### src/hw/math_trap_pkg.sv
/*
  constants for the math trap status and control block: register offsets,
  bit positions and reset values.
  assumes a 32-bit apb with word-aligned registers.
*/
`default_nettype none
package math_trap_pkg;
  // =====================================================================
  // register map
  localparam logic [7:0]  OFF_TRAP_CTRL   = 8'h00;
  localparam logic [7:0]  OFF_IRQ_STATUS  = 8'h04;
  localparam logic [7:0]  OFF_IRQ_MASK    = 8'h08;
  // =====================================================================
  // trap control/status bit positions
  localparam int BIT_NEST_DIS  = 15;
  localparam int BIT_OVA_FLAG  = 14;
  localparam int BIT_OVB_FLAG  = 13;
  localparam int BIT_COVA_FLAG = 12;
  localparam int BIT_COVB_FLAG = 11;
  localparam int BIT_OVA_EN    = 10;
  localparam int BIT_OVB_EN    = 9;
  localparam int BIT_COV_EN    = 8;
  localparam int BIT_SHIFT     = 7;
  localparam int BIT_DIV0      = 6;
  localparam int BIT_DMA       = 5;
  localparam int BIT_ARITH     = 4;
  localparam logic [15:0] TRAP_RESET = 16'h0000;
  // writable control bits (nesting disable and the three enables)
  localparam logic [15:0] CTRL_MASK  = 16'h8700;
  // flag bits: sticky, cleared by software writing zero
  localparam logic [15:0] FLAG_MASK  = 16'h78f0;
  // =====================================================================
  // interrupt status bits
  localparam int IRQ_BITS      = 6;
  localparam int IRQ_OVA       = 0;
  localparam int IRQ_OVB       = 1;
  localparam int IRQ_COV       = 2;
  localparam int IRQ_SHIFT     = 3;
  localparam int IRQ_DIV0      = 4;
  localparam int IRQ_DMA       = 5;
  localparam logic [5:0]  IRQ_RESET  = 6'h00;
endpackage
`default_nettype wire

### src/hw/math_trap_status_control.sv
/*
  math trap status and control register with apb slave and interrupt.
  assumes event inputs are one-cycle pulses from logic on pclk.
*/
`timescale 1ns/1ns
`default_nettype none
module math_trap_status_control
(
  input  wire logic        pclk,
  input  wire logic        presetn,
  input  wire logic        psel,
  input  wire logic        penable,
  input  wire logic        pwrite,
  input  wire logic [7:0]  paddr,
  input  wire logic [31:0] pwdata,
  input  wire logic [3:0]  pstrb,
  output logic      [31:0] prdata,
  output logic             pready,
  output logic             pslverr,
  input  wire logic        acc_a_overflow,
  input  wire logic        acc_b_overflow,
  input  wire logic        acc_a_catastrophic,
  input  wire logic        acc_b_catastrophic,
  input  wire logic        bad_shift,
  input  wire logic        zero_divide,
  input  wire logic        dma_ctrl_trap,
  output logic             arith_trap,
  output logic             dma_trap,
  output logic             nesting_disable,
  output logic             irq
);
  // =====================================================================
  // helpers
  // offsets are compared on the full byte address, so misaligned
  // accesses fall through to the error answer
  function automatic logic addr_hit
  (
    input logic [7:0] addr,
    input logic [7:0] offset
  );
    return (addr == offset);
  endfunction

  // merges the enabled byte lanes of a write into a 16-bit register;
  // lanes 2 and 3 have nothing behind them and are ignored
  function automatic logic [15:0] lane_merge
  (
    input logic [15:0] old_val,
    input logic [31:0] wdata,
    input logic [3:0]  strb
  );
    logic [15:0] merged;
    merged = old_val;
    if (strb[1])
      merged[15:8] = wdata[15:8];
    if (strb[0])
      merged[7:0] = wdata[7:0];
    return merged;
  endfunction

  // =====================================================================
  // bus decode
  logic        access;
  logic        setup;
  logic        wr_en;
  logic        hit_ctrl;
  logic        hit_stat;
  logic        hit_mask;
  logic [15:0] trap_r;
  logic [5:0]  irq_status_r;
  logic [5:0]  irq_mask_r;
  logic [31:0] prdata_nxt;

  assign access   = psel && penable;
  assign setup    = psel && !penable;
  assign wr_en    = access && pwrite;
  assign hit_ctrl = addr_hit(paddr, math_trap_pkg::OFF_TRAP_CTRL);
  assign hit_stat = addr_hit(paddr, math_trap_pkg::OFF_IRQ_STATUS);
  assign hit_mask = addr_hit(paddr, math_trap_pkg::OFF_IRQ_MASK);
  // no wait states: every access phase completes in its first cycle
  assign pready   = 1'b1;
  // unmapped addresses answer with an error and read as zero
  assign pslverr  = access && !(hit_ctrl || hit_stat || hit_mask);

  // =====================================================================
  // qualified trap causes
  logic ova_trap;
  logic ovb_trap;
  logic cova_trap;
  logic covb_trap;
  logic math_trap;

  assign ova_trap  = acc_a_overflow
                     && trap_r[math_trap_pkg::BIT_OVA_EN];
  assign ovb_trap  = acc_b_overflow
                     && trap_r[math_trap_pkg::BIT_OVB_EN];
  assign cova_trap = acc_a_catastrophic
                     && trap_r[math_trap_pkg::BIT_COV_EN];
  assign covb_trap = acc_b_catastrophic
                     && trap_r[math_trap_pkg::BIT_COV_EN];
  assign math_trap = ova_trap || ovb_trap || cova_trap || covb_trap
                     || bad_shift || zero_divide;

  // =====================================================================
  // trap control and status register
  logic [15:0] set_bits;
  logic [15:0] trap_nxt;

  always_comb
  begin
    set_bits = 16'h0000;
    set_bits[math_trap_pkg::BIT_OVA_FLAG]  = ova_trap;
    set_bits[math_trap_pkg::BIT_OVB_FLAG]  = ovb_trap;
    set_bits[math_trap_pkg::BIT_COVA_FLAG] = cova_trap;
    set_bits[math_trap_pkg::BIT_COVB_FLAG] = covb_trap;
    set_bits[math_trap_pkg::BIT_SHIFT]     = bad_shift;
    set_bits[math_trap_pkg::BIT_DIV0]      = zero_divide;
    set_bits[math_trap_pkg::BIT_DMA]       = dma_ctrl_trap;
    set_bits[math_trap_pkg::BIT_ARITH]     = math_trap;
    trap_nxt = trap_r;
    if (wr_en && hit_ctrl)
      trap_nxt = lane_merge(trap_r, pwdata, pstrb);
    // bits 3:0 are not implemented: the mask keeps them at zero
    // flags may be written; hardware set wins over a same-cycle clear
    trap_nxt = ((trap_nxt & (math_trap_pkg::CTRL_MASK
                             | math_trap_pkg::FLAG_MASK))
                | set_bits);
  end

  always_ff @(posedge pclk or negedge presetn)
  begin
    if (!presetn)
      trap_r <= math_trap_pkg::TRAP_RESET;
    else
      trap_r <= trap_nxt;
  end

  // =====================================================================
  // interrupt status, write one to clear, and mask
  logic [5:0] irq_set;

  always_comb
  begin
    irq_set                           = 6'h00;
    irq_set[math_trap_pkg::IRQ_OVA]   = ova_trap;
    irq_set[math_trap_pkg::IRQ_OVB]   = ovb_trap;
    irq_set[math_trap_pkg::IRQ_COV]   = cova_trap || covb_trap;
    irq_set[math_trap_pkg::IRQ_SHIFT] = bad_shift;
    irq_set[math_trap_pkg::IRQ_DIV0]  = zero_divide;
    irq_set[math_trap_pkg::IRQ_DMA]   = dma_ctrl_trap;
  end

  always_ff @(posedge pclk or negedge presetn)
  begin
    if (!presetn)
      irq_status_r <= math_trap_pkg::IRQ_RESET;
    else if (wr_en && hit_stat && pstrb[0])
      irq_status_r <= (irq_status_r & ~pwdata[5:0]) | irq_set;
    else
      irq_status_r <= irq_status_r | irq_set;
  end

  always_ff @(posedge pclk or negedge presetn)
  begin
    if (!presetn)
      irq_mask_r <= math_trap_pkg::IRQ_RESET;
    else if (wr_en && hit_mask && pstrb[0])
      irq_mask_r <= pwdata[5:0];
  end

  // =====================================================================
  // read data
  always_comb
  begin
    prdata_nxt = 32'h0000_0000;
    if (hit_ctrl)
      prdata_nxt[15:0] = trap_r;
    else if (hit_stat)
      prdata_nxt[5:0] = irq_status_r;
    else if (hit_mask)
      prdata_nxt[5:0] = irq_mask_r;
  end

  // registered in setup so the zero-wait access phase sees it
  always_ff @(posedge pclk or negedge presetn)
  begin
    if (!presetn)
      prdata <= 32'h0000_0000;
    else if (setup)
      prdata <= prdata_nxt;
  end

  // =====================================================================
  // outputs to the core
  // registered so the core sees a clean one-cycle pulse
  always_ff @(posedge pclk or negedge presetn)
  begin
    if (!presetn)
      arith_trap <= 1'b0;
    else
      arith_trap <= math_trap;
  end

  always_ff @(posedge pclk or negedge presetn)
  begin
    if (!presetn)
      dma_trap <= 1'b0;
    else
      dma_trap <= dma_ctrl_trap;
  end

  assign nesting_disable = trap_r[math_trap_pkg::BIT_NEST_DIS];
  // level output: stays high until software clears or masks the cause
  assign irq             = |(irq_status_r & irq_mask_r);
endmodule
`default_nettype wire

### config.mk
export PLATFORM = sky130hd
export DESIGN_NAME = math_trap_status_control
export DESIGN_NICKNAME = d
export VERILOG_FILES = /design/src/hw/math_trap_pkg.sv /design/src/hw/math_trap_status_control.sv
export SDC_FILE = /design/constraint.sdc
export NUM_CORES = 1
export LEC_CHECK = 0
export BUFFER_PORTS_ARGS = -buffer_cell sky130_fd_sc_hd__buf_2
export CAP_MARGIN = 20
export CORE_MARGIN = 2
export CORE_UTILIZATION = 35
export DETAILED_ROUTE_END_ITERATION = 10
export PLACE_DENSITY = 0.68
export SYNTH_ARGS = -nofsm -noshare
export SYNTH_HDL_FRONTEND = slang
export SYNTH_SLANG_ARGS = --single-unit
### constraint.sdc
create_clock -name pclk -period 1.5 [get_ports pclk]
set_input_delay 0.225 -clock pclk [delete_from_list [all_inputs] [get_ports pclk]]
set_output_delay 0.225 -clock pclk [all_outputs]
set_load 0.02 [all_outputs]
==> results of run 1 <==
[through the flow]
step	cell area, sq um	util (%)	setup TNS (ns)	power, mW
4_1_cts	2608	47.35	-0.004740	2.361
3_3_place_gp	2446	44.42	-3.533	1.448
5_1_grt	2616	47.51	-0.07697	2.445
2_1_floorplan	2059	-	-0.2460	1.342
6_report	2616	47.51	-0.01363	2.336
3_5_place_dp	2446	44.42	-4.062	1.452
[cell usage after synthesis]
master and number:
mux2_2 10, a31oi_1 6, or4bb_2 1, nand4b_1 1, a21oi_1 10, nor2_1 11, dfrtp_1 42, a2111oi_0 1
a22o_1 10, nor4b_1 1, nor3b_1 1, or3_1 1, buf_2 1, nor4_4 1, clkbuf_1 2, or4b_1 1
conb_1 2, nor4_1 1, and4bb_2 1, or2b_1 1, a22oi_1 7, a211o_1 1, nand3_1 1, buf_4 17
nand2_1 10, o31ai_1 6, buf_6 1, o21ai_0 1, nor3_1 1, a2bb2oi_1 2, nand4_1 4, or4_4 1
nor2b_1 3, and3b_1 1, mux2i_1 9, inv_1 3
[layout make-up]
| type | instances | share of cell area [%] |
|---|---|---|
| repair buffers | 81 | 18.27 |
| clock inverters | 1 | 1.148 |
| multi-input cells | 122 | 33.38 |
| inverters | 3 | 0.4304 |
| flip-flops and latches | 42 | 40.17 |
| clock buffers | 6 | 3.156 |
| well taps | 72 | 3.443 |
[per-layer routing]
layer	global-route usage, %	share of wire (%)
met1	20.17	44
met2	25.51	48
met3	4.864	5.9
met4	6.207	1.8
met5	0	0
[registers in the layout (all words and copies together) (netlist names)]
register and count:
arith_trap 1, dma_trap 1, irq_mask_r 6, prdata 16, irq_status_r 6, trap_r 12
[final timing paths]
path                                 end  cells past startpoint
max reg2reg                    trap_r[4]                      3
min reg2reg                    prdata[4]                      2
max in group asynchronous  irq_mask_r[4]                      3
max                              pslverr                      5
min                             dma_trap                      1
min in group asynchronous     trap_r[12]                      2
[logic make-up (layout without fill, tap and decap cells)]
kind of cell	Yosys count	in the layout	share of synthesized area (%)
muxes	19	19	10.18
DFF	42	42	52.80
other	2	17	0.3773
AOI/OAI and AO/OA	44	44	15.71
buffers and inverters	24	91	8.171
and+or+nand+nor	42	42	12.76
[worst max-delay path, cell delays in order]
cell	delay, ns
buf_6	0.09
or4_4	0.55
a2111oi_4	0.19
nor2_1	0.07
buf_4	0.16
[report_power, final]
part	switching, mW	internal, mW
clock network	0.366	0.532
registers	0.0178	1.16
logic	0.159	0.103
[repair_timing]
item,4_1_cts,5_1_grt
pin swaps,3,0
hold buffers,1,0
gates resized for setup,5,2
hold endpoints to repair,16,0
setup buffers,1,0
setup endpoints to repair,1,5
==> reports/metrics.csv, run 1 <==
stage,metric,value,unit
global_route,overflow,0,
detailed_routing,antenna_left,0,
synth,synthTopCellsByArea,"dfrtp_1 (53%), buf_4 (6.4%), mux2_2 (5.7%)",
job,cap_violations,0,
die,core-area,5507,sq um
synth,synth_cells,173,
cells_and_area,drive_gt1_share,41.57,%
die,boundaryPins,94,
worst_setup_path,reg2reg_from,trap_r[8],
synth,syn_area_per_cell,11.51,sq um
synth,synth_cell_types,36,
timing,setup_ws,-0.01363,ns
place,place.port_buffers,58,
timing,rsz0062_at_grt,yes,
detailed_routing,dr.pass1.iters,4,
place,dpl.cell_count,318,
global_route,grt_pass1_vias,1611,
cells_and_area,seq_area,1051,sq um
cells_and_area,insertedDiodeCount,0,
die,die_h,79.42,um
worst_setup_path,crit_fanout,2,
timing,period_share,100.9,%
worst_setup_path,arrival,1.29,ns
cells_and_area,fin_nets,311,
timing,slew_viol_final,0,
worst_setup_path,setup.worst_path.end_class,output port,
clocking,root_buffer,clkbuf_8,
detailed_routing,drtIter0Drc,61,
timing,holdWs,0.09454,ns
place,post-place-ws,-0.2420,ns
synth,synth_top_area_cell,dfrtp_1,
worst_setup_path,rrSetupSlack,0.27,ns
power,p_per_area,893.0,nW/um^2
worst_setup_path,crit_start,paddr[1],
timing,setup_viol,1,
clocking,clock_sinks,42,
clocking,clk-insertion-delay-late,0.30,ns
timing,fin_skew,0.009118,ns
timing,finalCriticalPeriod,1.514,ns
die,std_cell_rows,27,
place,dpl.hpwl,3486,um
detailed_routing,via_count,1614,
detailed_routing,viasPerCell,4.936,
die,die_x,79.42,um
clocking,cts_buffer_depth,2,
timing,fmax,660.7,MHz
run_status,violations,negative setup slack,
synth,yosys_warnings,0,
min_path,holdCritPathClass,in2reg,
place,gp_congestion,0.7727,
global_route,grt_max_degree,23,
cells_and_area,nFillCells,533,
clocking,path_clk_slew,0.07,ns
run_status,outcome,"complete, but fails checks",
global_route,grt_pass1_wl,7576,um
synth,synth-seq-cells,42,
power,p_leak,1.337,nW
clocking,cts_tree,built,
cells_and_area,syn_to_final_growth,31.43,%
synth,syn_area,1991,sq um
global_route,antenna_found_initial,0,
min_path,hp-start,dma_ctrl_trap,
clocking,cts_buffers,5,
worst_setup_path,critPathRequiredTime,1.27,ns
synth,yosys.area.top_type_share,52.80,%
clocking,cts_max_level,2,
worst_setup_path,startpoint_type,input pin,
synth,seq_area_frac_synth,52.80,%
cells_and_area,final_cell_mix,"buf_2 (56), dfrtp_1 (42), buf_4 (22)",
power,peakVddDrop,0.4529,mV
cells_and_area,final_common_cell,buf_2,
die,start_util,36.15,%
detailed_routing,post_drt_wl_per_cell,13.83,um
detailed_routing,drc,0,
die,die-area,6307,sq um
timing,finalHoldViolCount,0,
cells_and_area,final-instance-count-excl-fill,327,
detailed_routing,wl,4523,um
cells_and_area,multi_input_area,873.3,sq um
worst_setup_path,criticalPathCategory,in2out,
global_route,grtUsageTotal,15.92,%
Power figures use the tool's default switching activity.
==> inputs of run 2 (changes only) <==
--- a/config.mk
+++ b/config.mk
@@ -9,8 +9,9 @@
 export CAP_MARGIN = 20
 export CORE_MARGIN = 2
 export CORE_UTILIZATION = 35
+export CTS_CLUSTER_DIAMETER = 200
 export DETAILED_ROUTE_END_ITERATION = 10
-export PLACE_DENSITY = 0.68
+export PLACE_DENSITY = 0.71
 export SYNTH_ARGS = -nofsm -noshare
 export SYNTH_HDL_FRONTEND = slang
 export SYNTH_SLANG_ARGS = --single-unit
==> constraint.sdc (replaced) <==
create_clock -name pclk -period 1.3 [get_ports pclk]
set_input_delay 0.195 -clock pclk [delete_from_list [all_inputs] [get_ports pclk]]
set_output_delay 0.195 -clock pclk [all_outputs]
set_load 0.02 [all_outputs]
==> reports/metrics.csv, run 2 (synthesis gave the netlist of run 1 again) <==
stage,metric,value,unit
detailed_routing,drc,0,
place,postPlaceCellArea,2495,sq um
die,die-area,6307,sq um
cells_and_area,nFillCells,518,
cells_and_area,syn_to_final_growth,36.46,%
timing,setup_viol,17,
cells_and_area,final_common_cell,buf_2,
clocking,path_clk_slew,0.08,ns
worst_setup_path,arrival,1.28,ns
min_path,min_path_cells,1,
detailed_routing,dr.pass1.iters,4,
global_route,overflow,0,
worst_setup_path,crit_fanout,3,
timing,setup_ws,-0.1724,ns
timing,fin_setup_tns,-0.5632,ns
die,die_h,79.42,um
cells_and_area,drive_gt1_share,44.06,%
worst_setup_path,crit_family,simple AND/OR/NAND/NOR gates,
worst_setup_path,cp.depth,5,
die,start_util,36.15,%
timing,period_share,113.3,%
die,boundaryPins,94,
worst_setup_path,setup.worst_path.end_class,output port,
worst_setup_path,critPathRequiredTime,1.11,ns
cells_and_area,final-instance-count-excl-fill,333,
worst_setup_path,slowest_delay,0.55,ns
worst_setup_path,rrSetupSlack,0.20,ns
timing,rsz0062_at_grt,yes,
die,die_x,79.42,um
run_status,violations,negative setup slack,
place,post-place-ws,-0.4067,ns
cells_and_area,final_cell_mix,"buf_2 (55), dfrtp_1 (42), buf_4 (25)",
global_route,grtUsageTotal,15.63,%
detailed_routing,viasPerCell,4.907,
cells_and_area,regMostFlops,prdata,
cells_and_area,reg.largest.list,"prdata x16, trap_r x12",
place,dpl.hpwl,3443,um
worst_setup_path,crit_slowest_cell,or4_4,
clocking,clock_sinks,42,
clocking,cts_buffers,5,
timing,slew_viol_final,0,
global_route,antenna_found_initial,0,
timing,finalCriticalPeriod,1.472,ns
timing,holdWs,0.06163,ns
place,gp_congestion,0.7663,
global_route,grt_pass1_vias,1606,
clocking,root_buffer,clkbuf_8,
clocking,cts_tree,built,
place,dpl.cell_count,319,
global_route,grt_max_degree,43,
clocking,clk-insertion-delay-late,0.29,ns
power,peakVddDrop,0.4402,mV
min_path,holdCritPathClass,in2reg,
timing,finalHoldViolCount,0,
power,p_total,2.697,mW
detailed_routing,post_drt_wl_per_cell,13.80,um
detailed_routing,via_count,1634,
worst_setup_path,criticalPathCategory,in2out,
worst_setup_path,startpoint_type,input pin,
power,p_leak,1.381,nW
power,p_per_area,992.9,nW/um^2
die,std_cell_rows,27,
detailed_routing,drtIter0Drc,98,
cells_and_area,fin_nets,316,
cells_and_area,fin_area,2716,sq um
worst_setup_path,reg2reg_depth,3,
detailed_routing,antenna_left,0,
place,place.port_buffers,58,
run_status,outcome,"complete, but fails checks",
worst_setup_path,crit_buf_inv,2,
cells_and_area,fin_util,49.33,%
job,cap_violations,0,
worst_setup_path,worstPathCellList,buf_6 -> or4_4 -> a2111oi_4 -> nor2_1 -> buf_4,
cells_and_area,largest_reg_flops,16,
die,core-area,5507,sq um
cells_and_area,insertedDiodeCount,0,
timing,fin_skew,0.007561,ns
clocking,cts_max_level,2,
cells_and_area,seq_area,1051,sq um
detailed_routing,wl,4596,um
timing,fmax,679.2,MHz
cells_and_area,multi_input_area,907.1,sq um
global_route,grt_pass1_wl,7521,um
clocking,cts_buffer_depth,2,
-- run 2: cell types whose count changed in the layout (fill, tap and decap cells not counted), sizes merged --
cell      previous run  this run
buf                 80        85
clkinvlp             0         1
-- run 2: power breakdown --
part           total (mW)  internal [mW]  switching [mW]
Clock                1.01          0.573           0.437
Sequential           1.36           1.34          0.0210
Combinational       0.331          0.137           0.193
-- run 2: area by class of cell --
type / count / area share (%)
Sequential cell: 42 / 38.69
Clock inverter: 2 / 1.382
Multi-Input combinational cell: 122 / 33.39
Inverter: 3 / 0.4146
Tap cell: 72 / 3.316
Clock buffer: 6 / 2.672
Timing Repair Buffer: 86 / 20.13
-- run 2: per-layer routing --
layer	wire length (um)	up-vias	share of wire, %	track usage, %
li1	-	788	-	-
met1	1963	791	43	19.47
met2	2322	51	51	25.93
met3	244	4	5.3	4.072
met4	65	0	1.4	6.207
met5	0	-	0	0
-- run 2: final timing paths --
kind	startpoint	to
min in group asynchronous	presetn	prdata[10]
hold / removal	dma_ctrl_trap	dma_trap
setup / recovery	paddr[4]	pslverr
setup reg to reg	trap_r[9]	trap_r[4]
hold reg to reg	prdata[5]	prdata[5]
max in group asynchronous	presetn	prdata[5]
-- run 2: what timing repair did --
item	4_1_cts	5_1_grt
setup endpoints to repair	16	19
buffers inserted	3	2
gates resized for setup	9	4
pin swaps	5	1
hold buffers	1	0
hold endpoints to repair	42	0
==> inputs of run 3 (changes only) <==
--- a/config.mk
+++ b/config.mk
@@ -11,7 +11,7 @@
 export CORE_UTILIZATION = 35
 export CTS_CLUSTER_DIAMETER = 200
 export DETAILED_ROUTE_END_ITERATION = 10
-export PLACE_DENSITY = 0.71
+export PLACE_DENSITY = 0.63
 export SYNTH_ARGS = -nofsm -noshare
 export SYNTH_HDL_FRONTEND = slang
 export SYNTH_SLANG_ARGS = --single-unit
==> reports/metrics.csv, run 3 (synthesis gave the netlist of run 1 again) <==
stage,metric,value,unit
timing,setup_viol,25,
worst_setup_path,reg2reg_from,trap_r[9],
place,dpl.cell_count,327,
worst_setup_path,critPathRequiredTime,1.50,ns
timing,setup_ws,-0.1483,ns
power,p_clk_share,35.9,%
job,cap_violations,0,
clocking,cts_tree,built,
worst_setup_path,crit_slowest_cell,or4_4,
clocking,cts_buffers,5,
min_path,hp-start,dma_ctrl_trap,
worst_setup_path,crit_fanout,6,
global_route,grtUsageTotal,16.19,%
worst_setup_path,arrival,1.65,ns
run_status,violations,negative setup slack,
cells_and_area,largest_reg_flops,16,
global_route,grt_pass1_vias,1633,
worst_setup_path,startpoint_type,input pin,
worst_setup_path,criticalPathCategory,in2reg,
worst_setup_path,slowest_delay,0.55,ns
global_route,grt_pass1_wl,7921,um
cells_and_area,fin_util,52.85,%
die,die-area,6307,sq um
clocking,clock_sinks,42,
detailed_routing,viasPerCell,4.816,
detailed_routing,via_count,1647,
timing,fin_skew,0.001884,ns
place,gp_congestion,0.7645,
die,core-area,5507,sq um
power,p_switching,0.6609,mW
die,start_util,36.15,%
timing,finalHoldViolCount,0,
worst_setup_path,worstPathCellList,buf_6 -> or4_4 -> buf_4 -> or3_4 -> o31ai_4,
worst_setup_path,rrSetupSlack,0.15,ns
power,internal_power,2.029,mW
die,die_x,79.42,um
place,dpl.hpwl,3580,um
clocking,cts_buffer_depth,2,
cells_and_area,insertedDiodeCount,0,
die,std_cell_rows,27,
detailed_routing,antenna_left,0,
worst_setup_path,reg2reg_to,trap_r[4],
timing,rsz0062_at_grt,yes,
cells_and_area,syn_to_final_growth,46.20,%
global_route,grt_max_degree,23,
detailed_routing,wl,4912,um
cells_and_area,final_cell_mix,"buf_2 (54), dfrtp_1 (42), buf_4 (31)",
min_path,holdCritPathClass,in2reg,
power,peakVddDrop,0.6448,mV
cells_and_area,final_common_cell,buf_2,
clocking,cts_max_level,2,
min_path,min_to,dma_trap,
cells_and_area,regMostFlops,prdata,
power,combPwrFrac,13.6,%
global_route,overflow,0,
die,die_h,79.42,um
detailed_routing,drc,0,
detailed_routing,post_drt_wl_per_cell,14.36,um
power,p_per_area,924.3,nW/um^2
timing,fmax,690.5,MHz
timing,period_share,111.4,%
detailed_routing,drtIter0Drc,42,
cells_and_area,reg.largest.list,"prdata x16, trap_r x12",
worst_setup_path,reg2reg_depth,3,
cells_and_area,final-instance-count-excl-fill,342,
clocking,path_clk_slew,0.08,ns
run_status,outcome,"complete, but fails checks",
detailed_routing,dr.pass1.iters,4,
worst_setup_path,setup.worst_path.end_class,register,
min_path,min_path_cells,1,
clocking,clk-insertion-delay-late,0.29,ns
timing,slew_viol_final,0,
place,place.port_buffers,58,
global_route,antenna_found_initial,0,
cells_and_area,drive_gt1_share,49.63,%
power,p_seq_share,50.5,%
power,p_leak,1.454,nW
die,boundaryPins,94,
cells_and_area,fin_nets,325,
timing,finalCriticalPeriod,1.448,ns
place,post-place-ws,-0.3649,ns
power,p_sw_share,24.57,%
clocking,root_buffer,clkbuf_8,
run 3: changes by cell type in the layout (fill, tap and decap cells not counted), moves of 2 or more:
cell,before,now
clkbuf_8,5,8
buf_4,25,31
o31ai_1,6,0
o31ai_4,0,5
buf_6,3,6
a31oi_1,6,4
run 3: cell type report:
type	instances	area, sq um
timing repair buffer	95	640.6
sequential	42	1051
multi-input combinational	122	1007
tap	72	90.09
clock buffer	8	110.1
inverter	3	11.26
fill	518	2596
run 3: power groups by stage:
stage               sequential, mW  combinational (mW)  clock (mW)
finish                        1.36               0.367       0.965
CTS                           1.36               0.350       0.986
floorplan                     1.38               0.168           0
detailed placement            1.38               0.328           0
global placement              1.38               0.322           0
global route                  1.36               0.402        1.04
run 3: worst max path at each step:
stage / endpoint / cells past startpoint / startpoint
2_1_floorplan: prdata[2] / 4 / paddr[1]
3_3_place_gp: pslverr / 5 / paddr[1]
3_5_place_dp: prdata[0] / 4 / paddr[1]
4_1_cts: pslverr / 5 / paddr[4]
5_1_grt: prdata[13] / 7 / paddr[4]
6_report: prdata[0] / 5 / paddr[4]
run 3: what timing repair did:
item,in CTS,in global routing
pin swaps,10,8
endpoints found under the setup margin,18,25
buffers inserted,5,0
endpoints found under the hold margin,14,0
gates resized for setup,16,16
hold buffers,1,0
gates cloned,0,1
run 3: routing by layer:
metal / part of all wire [%] / GRT usage (%) / up-vias
li1: - / - / 798
met1: 44 / 21.87 / 794
met2: 50 / 26.53 / 53
met3: 5.4 / 4.186 / 2
met4: 0.37 / 3.103 / 0
met5: 0 / 0 / -
run 3: critical path, delay by kind of cell:
family	cells	cell delay [ns]
compound gates	1	0.23
simple gates	2	0.97
buf+inv	2	0.25
run 3: metrics by stage:
step | TNS [ns] | hold slack [ns] | power, mW | area [sq um]
3_5_place_dp | -10.32 | 0.1539 | 1.710 | 2567
5_1_grt | -3.766 | 0.06519 | 2.805 | 2910
2_1_floorplan | -3.394 | -0.1006 | 1.551 | 2076
3_3_place_gp | -9.456 | 0.1418 | 1.703 | 2567
6_report | -2.748 | 0.07559 | 2.690 | 2910
4_1_cts | -2.518 | 0.06959 | 2.693 | 2804
